[src/hdl/nand_read_host_map.svh]
// constants of the nand read host: commands, status bits, timing
`ifndef NAND_READ_HOST_MAP_SVH
`define NAND_READ_HOST_MAP_SVH

// command bytes
`define CMD_READ_SETUP    8'h00
`define CMD_READ_CONFIRM  8'h30
`define CMD_COL_SETUP     8'h05
`define CMD_COL_CONFIRM   8'he0
`define CMD_CACHE_NEXT    8'h31
`define CMD_CACHE_LAST    8'h3f
`define CMD_STATUS        8'h70

// status byte fields
`define SR_CACHE_READY_BIT 6
`define SR_ARRAY_IDLE_BIT  5

// address cycle counts
`define ADDR_CYC_SMALL    3'h4
`define ADDR_CYC_LARGE    3'h5
`define ADDR_CYC_COLUMN   3'h2

// page geometry
`define PAGE_BYTES_SMALL  13'h0880
`define PAGE_BYTES_LARGE  13'h1100
`define PAGES_PER_BLOCK   64

// timing, in ns, and the system clock rate in MHz
`define CLK_MHZ           100
`define STROBE_PHASE_NS   30
`define READ_CYCLE_NS     60
`define EDO_LIMIT_NS      30
`define BUSY_ONSET_NS     100

`endif

[src/hdl/nand_read_host_pkg.sv]
// types of the nand read host: operations, densities, request and pin carriers
package nand_read_host_pkg;

  typedef enum logic [2:0] {
    OP_PAGE_READ  = 3'h0,
    OP_COL_CHANGE = 3'h1,
    OP_CACHE_SEQ  = 3'h2,
    OP_CACHE_RAND = 3'h3,
    OP_CACHE_LAST = 3'h4,
    OP_STATUS     = 3'h5,
    OP_RESUME     = 3'h6,
    OP_DATA_OUT   = 3'h7
  } op_e;

  typedef enum logic [1:0] {
    DENS_1G = 2'h0,
    DENS_2G = 2'h1,
    DENS_4G = 2'h2
  } density_e;

  typedef struct packed {
    op_e         op;
    density_e    density;
    logic [12:0] col;
    logic [16:0] row;
    logic [12:0] len;
  } req_s;

  typedef struct packed {
    logic       ce_n;
    logic       cle;
    logic       ale;
    logic       we_n;
    logic       read_strobe_n;
    logic [7:0] io_out;
    logic       io_oe_n;
  } pin_out_s;

endpackage

[src/hdl/nand_read_host.sv]
// host controller issuing page and cache reads to a parallel nand flash
`timescale 1ns/1ps
`include "nand_read_host_map.svh"

// Function
// four address bytes 1Gb, five otherwise
// byte two holds A11..A8, top low
// rows A19..A12, A27..A20, A28 fifth
// 4Gb: A12..A8, A20..A13, A28..A21, A29
// device uses A18/A19 as plane select
// spare access zeroes next four column bits
// device page is 2176 or 4352 bytes
// device blocks hold 64 pages
// device preloads first page at power up
// page read is 00h, address, 30h
// wait for ready before reading data
// fast read cycles sample next falling edge
// 05h, column bytes, E0h moves output pointer
// sequential cache read issues 31h after ready
// device prefetches next page during output
// device cache read crosses block boundaries
// 3Fh marks the final cache page
// busy pin and status flags report readiness
// after 70h, 00h resumes data output
// random cache read: 00h, address, 31h
// device ignores column in random cache
// device accepts 05h-E0h in cache modes
// each read strobe fall advances column
// device latches byte on write strobe rise
// device holds ready/busy low while busy
module nand_read_host (
  // system
  input  wire logic                      clk_sys,
  input  wire logic                      rst,
  // user request
  input  wire logic                      req_valid,
  output logic                           req_ready,
  input  wire nand_read_host_pkg::req_s  req,
  // read data and status
  output logic [7:0]                     rd_data,
  output logic                           rd_valid,
  output logic                           op_done,
  output logic                           cache_ready_flag,
  output logic                           array_idle_flag,
  // flash pins
  output nand_read_host_pkg::pin_out_s   pins,
  input  wire logic [7:0]                io_in,
  input  wire logic                      ready_busy
);
  import nand_read_host_pkg::*;

  ////////////////////////////////////////////////////////////////////////////
  // timing counts
  localparam int STROBE_CYC_I = (`STROBE_PHASE_NS * `CLK_MHZ + 999) / 1000;
  localparam int BUSY_CYC_I   = (`BUSY_ONSET_NS * `CLK_MHZ + 999) / 1000;
  localparam logic [3:0] STROBE_CYC = 4'(STROBE_CYC_I < 1 ? 1 : STROBE_CYC_I);
  localparam logic [5:0] BUSY_CYC   = 6'(BUSY_CYC_I < 1 ? 1 : BUSY_CYC_I);
  // short read cycles shift sampling to the next falling edge
  localparam logic EDO_MODE = (`READ_CYCLE_NS < `EDO_LIMIT_NS);

  typedef enum logic [2:0] {
    ST_IDLE     = 3'h0,
    ST_CMD1     = 3'h1,
    ST_ADDR     = 3'h3,
    ST_CMD2     = 3'h2,
    ST_WAIT_WB  = 3'h6,
    ST_WAIT_RDY = 3'h7,
    ST_READ     = 3'h5,
    ST_DONE     = 3'h4
  } state_e;

  state_e      state_reg;
  state_e      state_next;
  req_s        req_reg;
  logic [3:0]  div_reg;
  logic        phase_reg;
  logic [12:0] byte_cnt_reg;
  logic [5:0]  wait_cnt_reg;
  logic        tick;
  logic        bus_state;
  logic        cycle_end;

  ////////////////////////////////////////////////////////////////////////////
  // operation decode
  logic       has_cmd1;
  logic [7:0] cmd1;
  logic [2:0] addr_cnt;
  logic       has_cmd2;
  logic [7:0] cmd2;
  logic       needs_wait;

  always_comb begin
    has_cmd1   = 1'b1;
    cmd1       = `CMD_READ_SETUP;
    addr_cnt   = 3'h0;
    has_cmd2   = 1'b0;
    cmd2       = `CMD_READ_CONFIRM;
    needs_wait = 1'b0;
    case (req_reg.op)
      OP_PAGE_READ: begin
        addr_cnt   = (req_reg.density == DENS_1G) ? `ADDR_CYC_SMALL
                                                  : `ADDR_CYC_LARGE;
        has_cmd2   = 1'b1;
        needs_wait = 1'b1;
      end
      OP_COL_CHANGE: begin
        cmd1     = `CMD_COL_SETUP;
        addr_cnt = `ADDR_CYC_COLUMN;
        has_cmd2 = 1'b1;
        cmd2     = `CMD_COL_CONFIRM;
      end
      OP_CACHE_SEQ: begin
        cmd1       = `CMD_CACHE_NEXT;
        needs_wait = 1'b1;
      end
      OP_CACHE_RAND: begin
        addr_cnt   = (req_reg.density == DENS_1G) ? `ADDR_CYC_SMALL
                                                  : `ADDR_CYC_LARGE;
        has_cmd2   = 1'b1;
        cmd2       = `CMD_CACHE_NEXT;
        needs_wait = 1'b1;
      end
      OP_CACHE_LAST: begin
        cmd1       = `CMD_CACHE_LAST;
        needs_wait = 1'b1;
      end
      OP_STATUS:    cmd1 = `CMD_STATUS;
      OP_RESUME:    cmd1 = `CMD_READ_SETUP;
      default: begin
        // power-on preload: data is fetched without any command
        has_cmd1   = 1'b0;
        needs_wait = 1'b1;
      end
    endcase
  end

  ////////////////////////////////////////////////////////////////////////////
  // address byte builder
  function automatic logic [7:0] addr_byte(input density_e d, input logic [12:0] c,
                                           input logic [16:0] r, input logic [2:0] i);
    logic [12:0] cs;
    cs = c;
    // spare access: clear the four bits below the top column bit
    if (d == DENS_4G && c[12]) begin
      cs[11:8] = 4'h0;
    end else if (d != DENS_4G && c[11]) begin
      cs[10:7] = 4'h0;
    end
    case (i)
      3'h0:    addr_byte = cs[7:0];
      3'h1:    addr_byte = (d == DENS_4G) ? {3'h0, cs[12:8]}
                                          : {4'h0, cs[11:8]};
      3'h2:    addr_byte = r[7:0];
      3'h3:    addr_byte = r[15:8];
      default: addr_byte = {7'h00, r[16]};
    endcase
  endfunction

  ////////////////////////////////////////////////////////////////////////////
  // strobe phase divider, running only while the bus is being cycled
  assign bus_state = (state_reg == ST_CMD1) || (state_reg == ST_ADDR) ||
                     (state_reg == ST_CMD2) || (state_reg == ST_READ);
  assign tick      = bus_state && (div_reg == STROBE_CYC - 4'h1);
  assign cycle_end = tick && phase_reg;

  always_ff @(posedge clk_sys) begin
    if (rst || !bus_state || tick) begin
      div_reg <= 4'h0;
    end else begin
      div_reg <= div_reg + 4'h1;
    end
  end

  // phase 0 = strobe low, phase 1 = strobe high
  always_ff @(posedge clk_sys) begin
    if (rst || !bus_state) begin
      phase_reg <= 1'b0;
    end else if (tick) begin
      phase_reg <= ~phase_reg;
    end
  end

  ////////////////////////////////////////////////////////////////////////////
  // sequencer
  always_comb begin
    state_next = state_reg;
    case (state_reg)
      ST_IDLE: if (req_valid) state_next = ST_CMD1;
      ST_CMD1: begin
        if (!has_cmd1) begin
          state_next = ST_WAIT_WB;
        end else if (cycle_end) begin
          if (addr_cnt != 3'h0) begin
            state_next = ST_ADDR;
          end else if (needs_wait) begin
            state_next = ST_WAIT_WB;
          end else begin
            state_next = ST_READ;
          end
        end
      end
      ST_ADDR: if (cycle_end && byte_cnt_reg == 13'(addr_cnt - 3'h1)) state_next = ST_CMD2;
      ST_CMD2: if (cycle_end) state_next = needs_wait ? ST_WAIT_WB : ST_READ;
      // give the device time to pull the busy line low
      ST_WAIT_WB: if (wait_cnt_reg == BUSY_CYC - 6'h01) state_next = ST_WAIT_RDY;
      ST_WAIT_RDY: if (ready_busy) state_next = ST_READ;
      ST_READ: begin
        if (req_reg.len == 13'h0000) begin
          state_next = ST_DONE;
        end else if (cycle_end && byte_cnt_reg == req_reg.len - 13'h0001) begin
          state_next = ST_DONE;
        end
      end
      default: state_next = ST_IDLE;
    endcase
  end

  always_ff @(posedge clk_sys) begin
    if (rst) begin
      state_reg <= ST_IDLE;
    end else begin
      state_reg <= state_next;
    end
  end

  // request capture; status reads always return a single byte
  always_ff @(posedge clk_sys) begin
    if (rst) begin
      req_reg <= '0;
    end else if (state_reg == ST_IDLE && req_valid) begin
      req_reg <= req;
      if (req.op == OP_STATUS) begin
        req_reg.len <= 13'h0001;
      end
    end
  end

  // byte counter, shared by address and data cycles
  always_ff @(posedge clk_sys) begin
    if (rst || state_reg != state_next) begin
      byte_cnt_reg <= 13'h0000;
    end else if (cycle_end) begin
      byte_cnt_reg <= byte_cnt_reg + 13'h0001;
    end
  end

  always_ff @(posedge clk_sys) begin
    if (rst || state_reg != ST_WAIT_WB) begin
      wait_cnt_reg <= 6'h00;
    end else begin
      wait_cnt_reg <= wait_cnt_reg + 6'h01;
    end
  end

  ////////////////////////////////////////////////////////////////////////////
  // data capture: end of low phase, or next falling edge for fast cycles
  logic sample;
  assign sample = (state_reg == ST_READ) && (req_reg.len != 13'h0000) && tick &&
                  (phase_reg == EDO_MODE);

  always_ff @(posedge clk_sys) begin
    if (rst) begin
      rd_data  <= 8'h00;
      rd_valid <= 1'b0;
    end else begin
      rd_valid <= sample;
      if (sample) begin
        rd_data <= io_in;
      end
    end
  end

  // status flags kept from the last status read
  always_ff @(posedge clk_sys) begin
    if (rst) begin
      cache_ready_flag <= 1'b0;
      array_idle_flag  <= 1'b0;
    end else if (sample && req_reg.op == OP_STATUS) begin
      cache_ready_flag <= io_in[`SR_CACHE_READY_BIT];
      array_idle_flag  <= io_in[`SR_ARRAY_IDLE_BIT];
    end
  end

  always_ff @(posedge clk_sys) begin
    if (rst) begin
      op_done <= 1'b0;
    end else begin
      op_done <= (state_reg == ST_DONE);
    end
  end

  assign req_ready = (state_reg == ST_IDLE);

  ////////////////////////////////////////////////////////////////////////////
  // pin drive; write strobe rises halfway through each command or address cycle, at the end of its low phase
  // built in a local word so the zero default never glitches a strobe pin
  pin_out_s pin_drive;

  always_comb begin
    pin_drive               = '0;
    pin_drive.ce_n          = (state_reg == ST_IDLE) || (state_reg == ST_DONE);
    pin_drive.we_n          = 1'b1;
    pin_drive.read_strobe_n = 1'b1;
    pin_drive.io_oe_n       = 1'b1;
    case (state_reg)
      ST_CMD1: begin
        pin_drive.cle     = has_cmd1;
        pin_drive.we_n    = ~has_cmd1 | phase_reg;
        pin_drive.io_out  = cmd1;
        pin_drive.io_oe_n = ~has_cmd1;
      end
      ST_ADDR: begin
        pin_drive.ale     = 1'b1;
        pin_drive.we_n    = phase_reg;
        pin_drive.io_out  = addr_byte(req_reg.density, req_reg.col, req_reg.row,
                                      byte_cnt_reg[2:0]);
        pin_drive.io_oe_n = 1'b0;
      end
      ST_CMD2: begin
        pin_drive.cle     = 1'b1;
        pin_drive.we_n    = phase_reg;
        pin_drive.io_out  = cmd2;
        pin_drive.io_oe_n = 1'b0;
      end
      ST_READ: begin
        pin_drive.read_strobe_n = phase_reg | (req_reg.len == 13'h0000);
      end
      default: pin_drive.io_oe_n = 1'b1;
    endcase
  end

  assign pins = pin_drive;

endmodule // nand_read_host

[config.mk]
export PLATFORM = sky130hd
export DESIGN_NAME = nand_read_host
export DESIGN_NICKNAME = d
export VERILOG_FILES = /design/src/hdl/nand_read_host_pkg.sv /design/src/hdl/nand_read_host.sv
export VERILOG_INCLUDE_DIRS = /design/src /design/src/hdl
export SDC_FILE = /design/constraint.sdc
export NUM_CORES = 1
export LEC_CHECK = 0
export BUFFER_PORTS_ARGS = -buffer_cell sky130_fd_sc_hd__buf_2
export CAP_MARGIN = 20
export CORE_MARGIN = 2
export CORE_UTILIZATION = 56
export CTS_BUF_LIST = sky130_fd_sc_hd__clkbuf_4 sky130_fd_sc_hd__clkbuf_8 sky130_fd_sc_hd__clkbuf_16
export DETAILED_ROUTE_END_ITERATION = 10
export PLACE_DENSITY_LB_ADDON = 0.08
export SYNTH_ARGS = -nofsm -noshare
export SYNTH_HDL_FRONTEND = slang
export SYNTH_SLANG_ARGS = --single-unit
[constraint.sdc]
create_clock -name clk_sys -period 3.72 [get_ports clk_sys]
set_clock_uncertainty 0.05 [all_clocks]
set_input_delay 0.744 -clock clk_sys [delete_from_list [all_inputs] [get_ports clk_sys]]
set_output_delay 0.744 -clock clk_sys [all_outputs]
set_load 0.05 [all_outputs]
==> impl_metrics.ini, run 1 <==
[global_route]
grt_antenna_before_repair = 0
grt_pass1_vias = 3912
grt_pass1_wl_mm = 18.3
grt_use_total_pct = 25.8
grt_max_degree = 50
gr-total-overflow = 0

[timing]
holdWs_ns = 0.411
worst_pin_slew_ns = 0.729
rsz0062_at_grt = no
period_needed_ns = 3.31
slew_headroom_pct = 50.1
hold_viol_final = 0
setup_viol = 0
max_clock_freq_mhz = 302
period_share_pct = 89.0
finalMaxSlewViolations = 0
fin_tns_setup_ns = 0

[synthesis]
yosysSeqAreaShare_pct = 38.5
synth-simple-area-share_pct = 23.5
async_flop_share_pct = 0
syn-num-nets = 632
postSynthCellCount = 561
synth_top_family_by_area = simple AND/OR/NAND/NOR gates
synth-seq-cells = 87
ys_warn_count = 0
ys_dominant_reg_cell = dfxtp_1
synthAdderAreaFrac_pct = 3.04
synth_cell_types = 55
synth-edff-count = 0
synth-compound-area-share_pct = 19.9
netlist_area_um2 = 4520
avgSynthCellArea_um2 = 8.06
synth_xor_area_share_pct = 7.17
synth.area.mux_share_pct = 2.66

[cts]
clock_path_buffers = 2
hold_buffers = 0
cts_buffers = 9
clock_latency_ns = 0.36
cts_tree = done
htree_levels = 3
postCtsSetupRepairBufs = 0
cts-resized-gates = 0
clkSinkCount = 87
cts_root_buffer = clkbuf_8
cts.clk_slew.worst_paths_ns = 0.09

[floorplan]
dieWidth_um = 93.9
fp.dieArea_um2 = 8810
coreArea_um2 = 7770
ios = 87
start_util_pct = 58.2
die_h_um = 93.9
std_cell_rows = 32

[worst_setup_path]
setup.worst_path.start = byte_cnt_reg[2]
cpPeakStageDelay_ns = 0.61
critical_path_peak_fanout = 12
critPathKind = reg -> out
critPathArrivalTime_ns = 2.52
reg2reg_from = req_reg[46]
reg2reg_slack_ns = 0.42
cpLargestDelayFamily = compound AO/OA/AOI/OAI gates
critical_path_required_ns = 2.93
cp_cell_sequence = inv_1 > ha_1 > a222oi_1 > a21boi_0 > o32ai_1 > buf_2
worst-path-buf-inv = 2
end_kind = output port
cp-start-kind = flop
crit_path_top_delay_cell = dfxtp_1

[cells_and_area]
area_growth_pct = 15.8
fin_nets = 702
seq_area_um2 = 1740
largest_register_ffs = 48
multiInputGateArea_um2 = 2550
fill_cells = 688
antenna_cells = 0
drive_gt1_share_pct = 20.0

[placed_design]
io_buffers = 86
dp_hpwl_mm = 7.79
gp_congestion = 0.866

[power]
p_int_w = 0.00155
power_frac_clock_pct = 37.2
ir_worst_vdd_uv = 230
switching_share_pct = 27.0
p_comb_share_pct = 15.3
power_density_nw_per_um2 = 407
p_leak_nw = 2.04
seqPwrFrac_pct = 47.5
switchingPower_w = 0.000576

[min_path]
hp-class = reg -> reg
worstHoldStart = req_reg[34]

[detailed_routing]
drc = 0
viasPerCell = 5.69
avgRoutedWirePerCell_um = 14.7
drt_wl_total_mm = 10.8
vias = 4192
drt_iter0_markers = 246
ant_nets = 0
dr.pass1.iters = 6

[status]
status = finished clean

[job]
maxCapViolCount = 0
[Yosys cell counts (6+ instances only)]
master	n	area share [%]
nand4_1	9	1.2
nor2_1	53	4.4
xor2_1	13	2.5
nand3_1	18	2.0
inv_1	20	1.7
a222oi_1	6	1.3
xnor2_1	24	4.6
o21ai_0	13	1.4
mux2i_1	12	2.7
nor2b_1	6	0.83
dfxtp_1	87	39
a211oi_2	10	2.8
nor3_1	11	1.2
nor4_1	9	1.2
ha_1	11	3.0
a22oi_1	16	2.7
nand2_1	89	7.4
a21oi_1	51	5.6
clkbuf_1	31	2.6
[area by class of cell]
cell class                      count  area share, %
Multi-Input combinational cell    417           48.7
Sequential cell                    87           33.3
Timing Repair Buffer               96           9.65
Clock buffer                       10           2.51
Tap cell                          102           2.44
Clock inverter                      5           2.03
Inverter                           20           1.43
[layout by cell type, fill, tap and decap left out, drive strengths merged, types with 14 or more instances in the layout]
cell type  instances
a211oi            14
buf               96
nor2              54
nand3             18
a22oi             16
inv               21
xnor2             24
nand2             89
dfxtp             87
a21oi             51
[worst register-to-register path, cell delays in order, from the launching register on]
cell      delay [ns]
dfxtp_1         0.48
and2b_1         0.29
or4_1           0.53
ha_1            0.24
xnor2_1         0.21
xnor2_1         0.09
a2111o_1        0.36
a211oi_2        0.30
mux2i_1         0.24
buf_4           0.25
a221oi_1        0.12
[power groups by stage]
| stage | Clock (W) | Combinational (W) | Sequential [W] |
|---|---|---|---|
| after global placement | 0 | 0.000317 | 0.00103 |
| after floorplan | 0 | 0.000246 | 0.00102 |
| after global routing | 0.000840 | 0.000364 | 0.00102 |
| after CTS | 0.000805 | 0.000327 | 0.00101 |
| after detailed placement | 0 | 0.000326 | 0.00103 |
| final | 0.000793 | 0.000327 | 0.00101 |
[metal layers]
layer	routed length [um]	part of all wire, %	track usage [%]	vias up
li1	-	-	-	2119
met1	4960	46	34.5	1967
met2	5350	49	43.6	98
met3	451	4.2	4.33	8
met4	84	0.77	5.80	0
met5	0	0	0	-
[worst paths after layout]
path / end / depth (start not counted)
min reg2reg: req_reg[34] / 2
max reg2reg: byte_cnt_reg[5] / 10
max: pins[3] / 6
min: req_reg[34] / 2
[cells by family (layout without fill, tap and decap cells)]
kind of cell | Yosys count | after routing
simple gates | 228 | 228
fa+ha+maj | 11 | 11
flops | 87 | 87
xor+xnor | 37 | 37
compound gates | 129 | 129
mux | 12 | 12
buf+inv | 57 | 131
[through the flow]
| step | util [%] | cells | worst slack (ns) | total power [W] | cell area, um^2 |
|---|---|---|---|---|---|
| final | 67.4 | 737 | 0.410 | 0.00213 | 5240 |
| after global routing | 67.4 | 737 | 0.140 | 0.00222 | 5240 |
| after CTS | 67.4 | 737 | 0.401 | 0.00214 | 5240 |
| after global placement | 64.4 | 722 | 0.581 | 0.00135 | 5000 |
| after detailed placement | 64.4 | 722 | 0.427 | 0.00136 | 5000 |
| after floorplan | - | 561 | 0.311 | 0.00126 | 4520 |
No activity file was read; power rests on OpenSTA's default activity.
==> run 2: changes to the inputs <==
--- a/config.mk
+++ b/config.mk
@@ -8,8 +8,10 @@
 export LEC_CHECK = 0
 export BUFFER_PORTS_ARGS = -buffer_cell sky130_fd_sc_hd__buf_2
 export CAP_MARGIN = 20
+export CELL_PAD_IN_SITES_DETAIL_PLACEMENT = 2
+export CELL_PAD_IN_SITES_GLOBAL_PLACEMENT = 2
 export CORE_MARGIN = 2
-export CORE_UTILIZATION = 56
+export CORE_UTILIZATION = 32
 export CTS_BUF_LIST = sky130_fd_sc_hd__clkbuf_4 sky130_fd_sc_hd__clkbuf_8 sky130_fd_sc_hd__clkbuf_16
 export DETAILED_ROUTE_END_ITERATION = 10
 export PLACE_DENSITY_LB_ADDON = 0.08
==> constraint.sdc (replaced) <==
create_clock -name clk_sys -period 3.6 [get_ports clk_sys]
set_clock_uncertainty 0.05 [all_clocks]
set_input_delay 0.72 -clock clk_sys [delete_from_list [all_inputs] [get_ports clk_sys]]
set_output_delay 0.72 -clock clk_sys [all_outputs]
set_load 0.05 [all_outputs]
==> run 2 against run 1 <==
Flip-flop and latch count did not move. Clock power rose by 14%. Worst hold slack got worse by 0.0019 ns. Sequential power barely moved. Sequential share of layout area fell by 0.99 points. Utilization fell by 28 points. Die area rose by 71%. Clock-buffer cell count rose by 2. Non-clock buffer count rose by 3. Register-to-register slack got worse by 0.13 ns.
==> impl_metrics.ini, run 2 (synthesis gave the netlist of run 1 again) <==
[status]
status = finished clean

[placed_design]
dp_hpwl_mm = 10.7
io_buffers = 86
gp_congestion = 0.789
place_ws_ns = 0.289

[cts]
cts_buffers = 9
cts-resized-gates = 0
clock_latency_ns = 0.35
hold_buffers = 0
postCtsSetupRepairBufs = 0
htree_levels = 3
clkSinkCount = 87
cts_root_buffer = clkbuf_16
clock_path_buffers = 2
cts.clk_slew.worst_paths_ns = 0.06
cts_tree = done

[floorplan]
ios = 87
die_h_um = 123
fp.dieArea_um2 = 15100
start_util_pct = 32.7
std_cell_rows = 43
coreArea_um2 = 13800
dieWidth_um = 123

[min_path]
hp-class = reg -> reg

[worst_setup_path]
critical_path_peak_fanout = 13
critical_path_required_ns = 3.74
cp-start-kind = flop
end_kind = flop
reg2reg_slack_ns = 0.29
critPathArrivalTime_ns = 3.45
critPathKind = reg -> reg

[global_route]
grt_antenna_before_repair = 0
gr-total-overflow = 0
grt_pass1_vias = 4623
grt_pass1_wl_mm = 23.4
grt_max_degree = 49
grt_use_total_pct = 20.0

[timing]
period_share_pct = 91.9
fin_tns_setup_ns = 0
holdWs_ns = 0.409
finalMaxSlewViolations = 0
setup_viol = 0
fin_ws_ns = 0.291
hold_viol_final = 0
max_clock_freq_mhz = 302
worst_pin_slew_ns = 0.697
rsz0062_at_grt = no
period_needed_ns = 3.31
slew_headroom_pct = 53.1

[detailed_routing]
dr.pass1.iters = 4
drt_iter0_markers = 230
avgRoutedWirePerCell_um = 17.6
viasPerCell = 5.28
drc = 0
vias = 4316
ant_nets = 0
drt_wl_total_mm = 14.4

[cells_and_area]
drive_gt1_share_pct = 20.4
final_cell_mix = 89 x nand2_1, 87 x dfxtp_1, 86 x buf_2
fin_nets = 705
layout_commonest_cell = nand2_1
area_growth_pct = 19.4
fill_cells = 1604
antenna_cells = 0
largest_register_ffs = 48

[power]
ir_worst_vdd_uv = 200
power_density_nw_per_um2 = 427
total_power_w = 0.00230
p_leak_nw = 2.08

[job]
maxCapViolCount = 0
-- run 2: critical path: stages (launching register included) --
cell and delay [ns]:
dfxtp_1 0.48, and2b_1 0.29, or4_1 0.55, ha_1 0.33, xor2_1 0.17, nand2_1 0.07
a2111o_1 0.30, a211oi_2 0.31, mux2i_1 0.21, buf_4 0.26, a221oi_1 0.12
-- run 2: cell type report --
cell class              count  area [um^2]  share of cell area (%)
clock inverters             3         18.8                   0.348
flip-flops and latches     87         1740                    32.3
inverters                  20         75.1                    1.39
repair buffers             99          528                    9.78
clock buffers              12          260                    4.82
multi-input cells         417         2550                    47.2
well taps                 180          225                    4.17
-- run 2: final timing paths --
check	depth (start not counted)	startpoint	end
max	10	req_reg[46]	byte_cnt_reg[8]
min	2	req_reg[40]	req_reg[40]
max reg2reg	10	req_reg[46]	byte_cnt_reg[8]
min reg2reg	2	req_reg[40]	req_reg[40]
-- run 2: metal layers --
metal	global-route usage [%]	share of wire (%)
met1	25.2	46
met2	34.2	49
met3	2.93	2.9
met4	7.97	2.1
met5	0	0
-- run 2: power by group --
group | switching [W] | total [W] | internal (W)
Sequential | 0.0000394 | 0.00104 | 0.00100
Clock | 0.000392 | 0.000901 | 0.000509
Combinational | 0.000222 | 0.000360 | 0.000138
Total | 0.000654 | 0.00230 | 0.00165
-- run 2: stage by stage --
| stage | std cells | util [%] | instance area, um^2 |
|---|---|---|---|
| 2_1_floorplan | 561 | - | 4520 |
| 3_3_place_gp | 803 | 37.0 | 5120 |
| 3_5_place_dp | 803 | 37.0 | 5120 |
| 4_1_cts | 818 | 39.0 | 5400 |
| 5_1_grt | 818 | 39.0 | 5400 |
| 6_report | 818 | 39.0 | 5400 |
==> run 3: changes to the inputs <==
--- a/config.mk
+++ b/config.mk
@@ -6,7 +6,7 @@
 export SDC_FILE = /design/constraint.sdc
 export NUM_CORES = 1
 export LEC_CHECK = 0
-export BUFFER_PORTS_ARGS = -buffer_cell sky130_fd_sc_hd__buf_2
+export BUFFER_PORTS_ARGS = -buffer_cell sky130_fd_sc_hd__buf_4
 export CAP_MARGIN = 20
 export CELL_PAD_IN_SITES_DETAIL_PLACEMENT = 2
 export CELL_PAD_IN_SITES_GLOBAL_PLACEMENT = 2
==> run 3 against run 2 <==
Clock-buffer cell count unchanged. Fmax decreased by 1.4%. Critical path depth unchanged. Via count increased by 0.28%. Setup slack got worse by 0.047 ns. Power about the same. Sequential power about the same. Worst hold slack about the same. Register-to-register slack got worse by 0.05 ns. Non-clock buffer count unchanged.
==> impl_metrics.ini, run 3 (synthesis gave the netlist of run 1 again) <==
[floorplan]
coreArea_um2 = 13800
die_h_um = 123
fp.dieArea_um2 = 15100
dieWidth_um = 123
std_cell_rows = 43
start_util_pct = 32.7
ios = 87

[status]
status = finished clean

[timing]
slew_headroom_pct = 55.1
setup_viol = 0
holdWs_ns = 0.409
hold_viol_final = 0
period_needed_ns = 3.36
max_clock_freq_mhz = 298
period_share_pct = 93.2
rsz0062_at_grt = no
finalMaxSlewViolations = 0
worst_pin_slew_ns = 0.667
fin_tns_setup_ns = 0

[detailed_routing]
viasPerCell = 5.29
dr.pass1.iters = 4
drt_wl_total_mm = 14.4
drc = 0
drt_iter0_markers = 197
avgRoutedWirePerCell_um = 17.6
vias = 4328
ant_nets = 0

[cts]
clock_latency_ns = 0.35
htree_levels = 3
clkSinkCount = 87
cts-resized-gates = 0
hold_buffers = 0
cts_buffers = 9
cts.clk_slew.worst_paths_ns = 0.06
cts_tree = done
clock_path_buffers = 2
cts_root_buffer = clkbuf_16
postCtsSetupRepairBufs = 0

[cells_and_area]
fin_nets = 705
seq_area_um2 = 1740
largest_register_ffs = 48
fill_cells = 1574
area_growth_pct = 23.9
layout_commonest_cell = buf_4
antenna_cells = 0
multiInputGateArea_um2 = 2550
final_cell_mix = 99 x buf_4, 89 x nand2_1, 87 x dfxtp_1
drive_gt1_share_pct = 20.4

[placed_design]
gp_congestion = 0.818
io_buffers = 86
dp_hpwl_mm = 10.6

[worst_setup_path]
critPathKind = reg -> reg
critical_path_peak_fanout = 13
critPathArrivalTime_ns = 3.50
cp-start-kind = flop
critical_path_required_ns = 3.75
end_kind = flop

[global_route]
grt_pass1_wl_mm = 23.5
gr-total-overflow = 0
grt_use_total_pct = 19.9
grt_antenna_before_repair = 0
grt_max_degree = 49
grt_pass1_vias = 4618

[power]
p_leak_nw = 2.13
power_density_nw_per_um2 = 412
ir_worst_vdd_uv = 178

[min_path]
hp-class = reg -> reg

[job]
maxCapViolCount = 0
-- run 3: cell types whose count changed in the layout (fill, tap and decap cells not counted), sizes merged --
cell | previous run | this run
clkinv | 3 | 2
clkinvlp | 0 | 1
-- run 3: per-layer routing --
metal / wire, um / up-vias / global-route usage (%)
li1: - / 2120 / -
met1: 6610 / 2093 / 25.1
met2: 7030 / 92 / 34.2
met3: 464 / 23 / 2.65
met4: 310 / 0 / 7.83
met5: 0 / - / 0
-- run 3: path summary, 6_finish.rpt --
kind,cells after the start,slack (ns),endpoint,startpoint
setup / recovery,10,0.24,byte_cnt_reg[8],req_reg[46]
hold / removal,2,0.41,req_reg[28],req_reg[28]
setup reg to reg,10,0.24,byte_cnt_reg[8],req_reg[46]
hold reg to reg,2,0.41,req_reg[28],req_reg[28]
-- run 3: worst max-delay path: stages, from the launching register on --
cell and delay [ns]:
dfxtp_1 0.50, and2b_1 0.30, or4_1 0.56, ha_1 0.24, xnor2_1 0.18, xnor2_1 0.10
a2111o_1 0.37, a211oi_2 0.30, mux2i_1 0.21, buf_4 0.26, a221oi_1 0.12
-- run 3: final cells by class --
cell class                      instances  area share [%]
Sequential cell                        87            31.1
Inverter                               20            1.34
Clock inverter                          3           0.380
Timing Repair Buffer                   99            13.3
Multi-Input combinational cell        417            45.5
Clock buffer                           12            4.42
Tap cell                              180            4.02
-- run 3: per-stage QoR --
stage          setup WS, ns  instance area (um^2)  util (%)  instances  power [W]
2_1_floorplan         0.215                  4520         -        561    0.00130
3_3_place_gp          0.443                  5330      38.6        803    0.00143
3_5_place_dp          0.248                  5330      38.6        803    0.00145
4_1_cts               0.214                  5600      40.5        818    0.00234
5_1_grt              0.0275                  5600      40.5        818    0.00243
6_report              0.244                  5600      40.5        818    0.00231
-- run 3: power breakdown --
| group | switching (W) | internal [W] | total (W) |
|---|---|---|---|
| clock | 0.000394 | 0.000488 | 0.000882 |
| combinational | 0.000221 | 0.000159 | 0.000381 |
| sequential | 0.0000399 | 0.00100 | 0.00104 |
| total | 0.000655 | 0.00165 | 0.00231 |
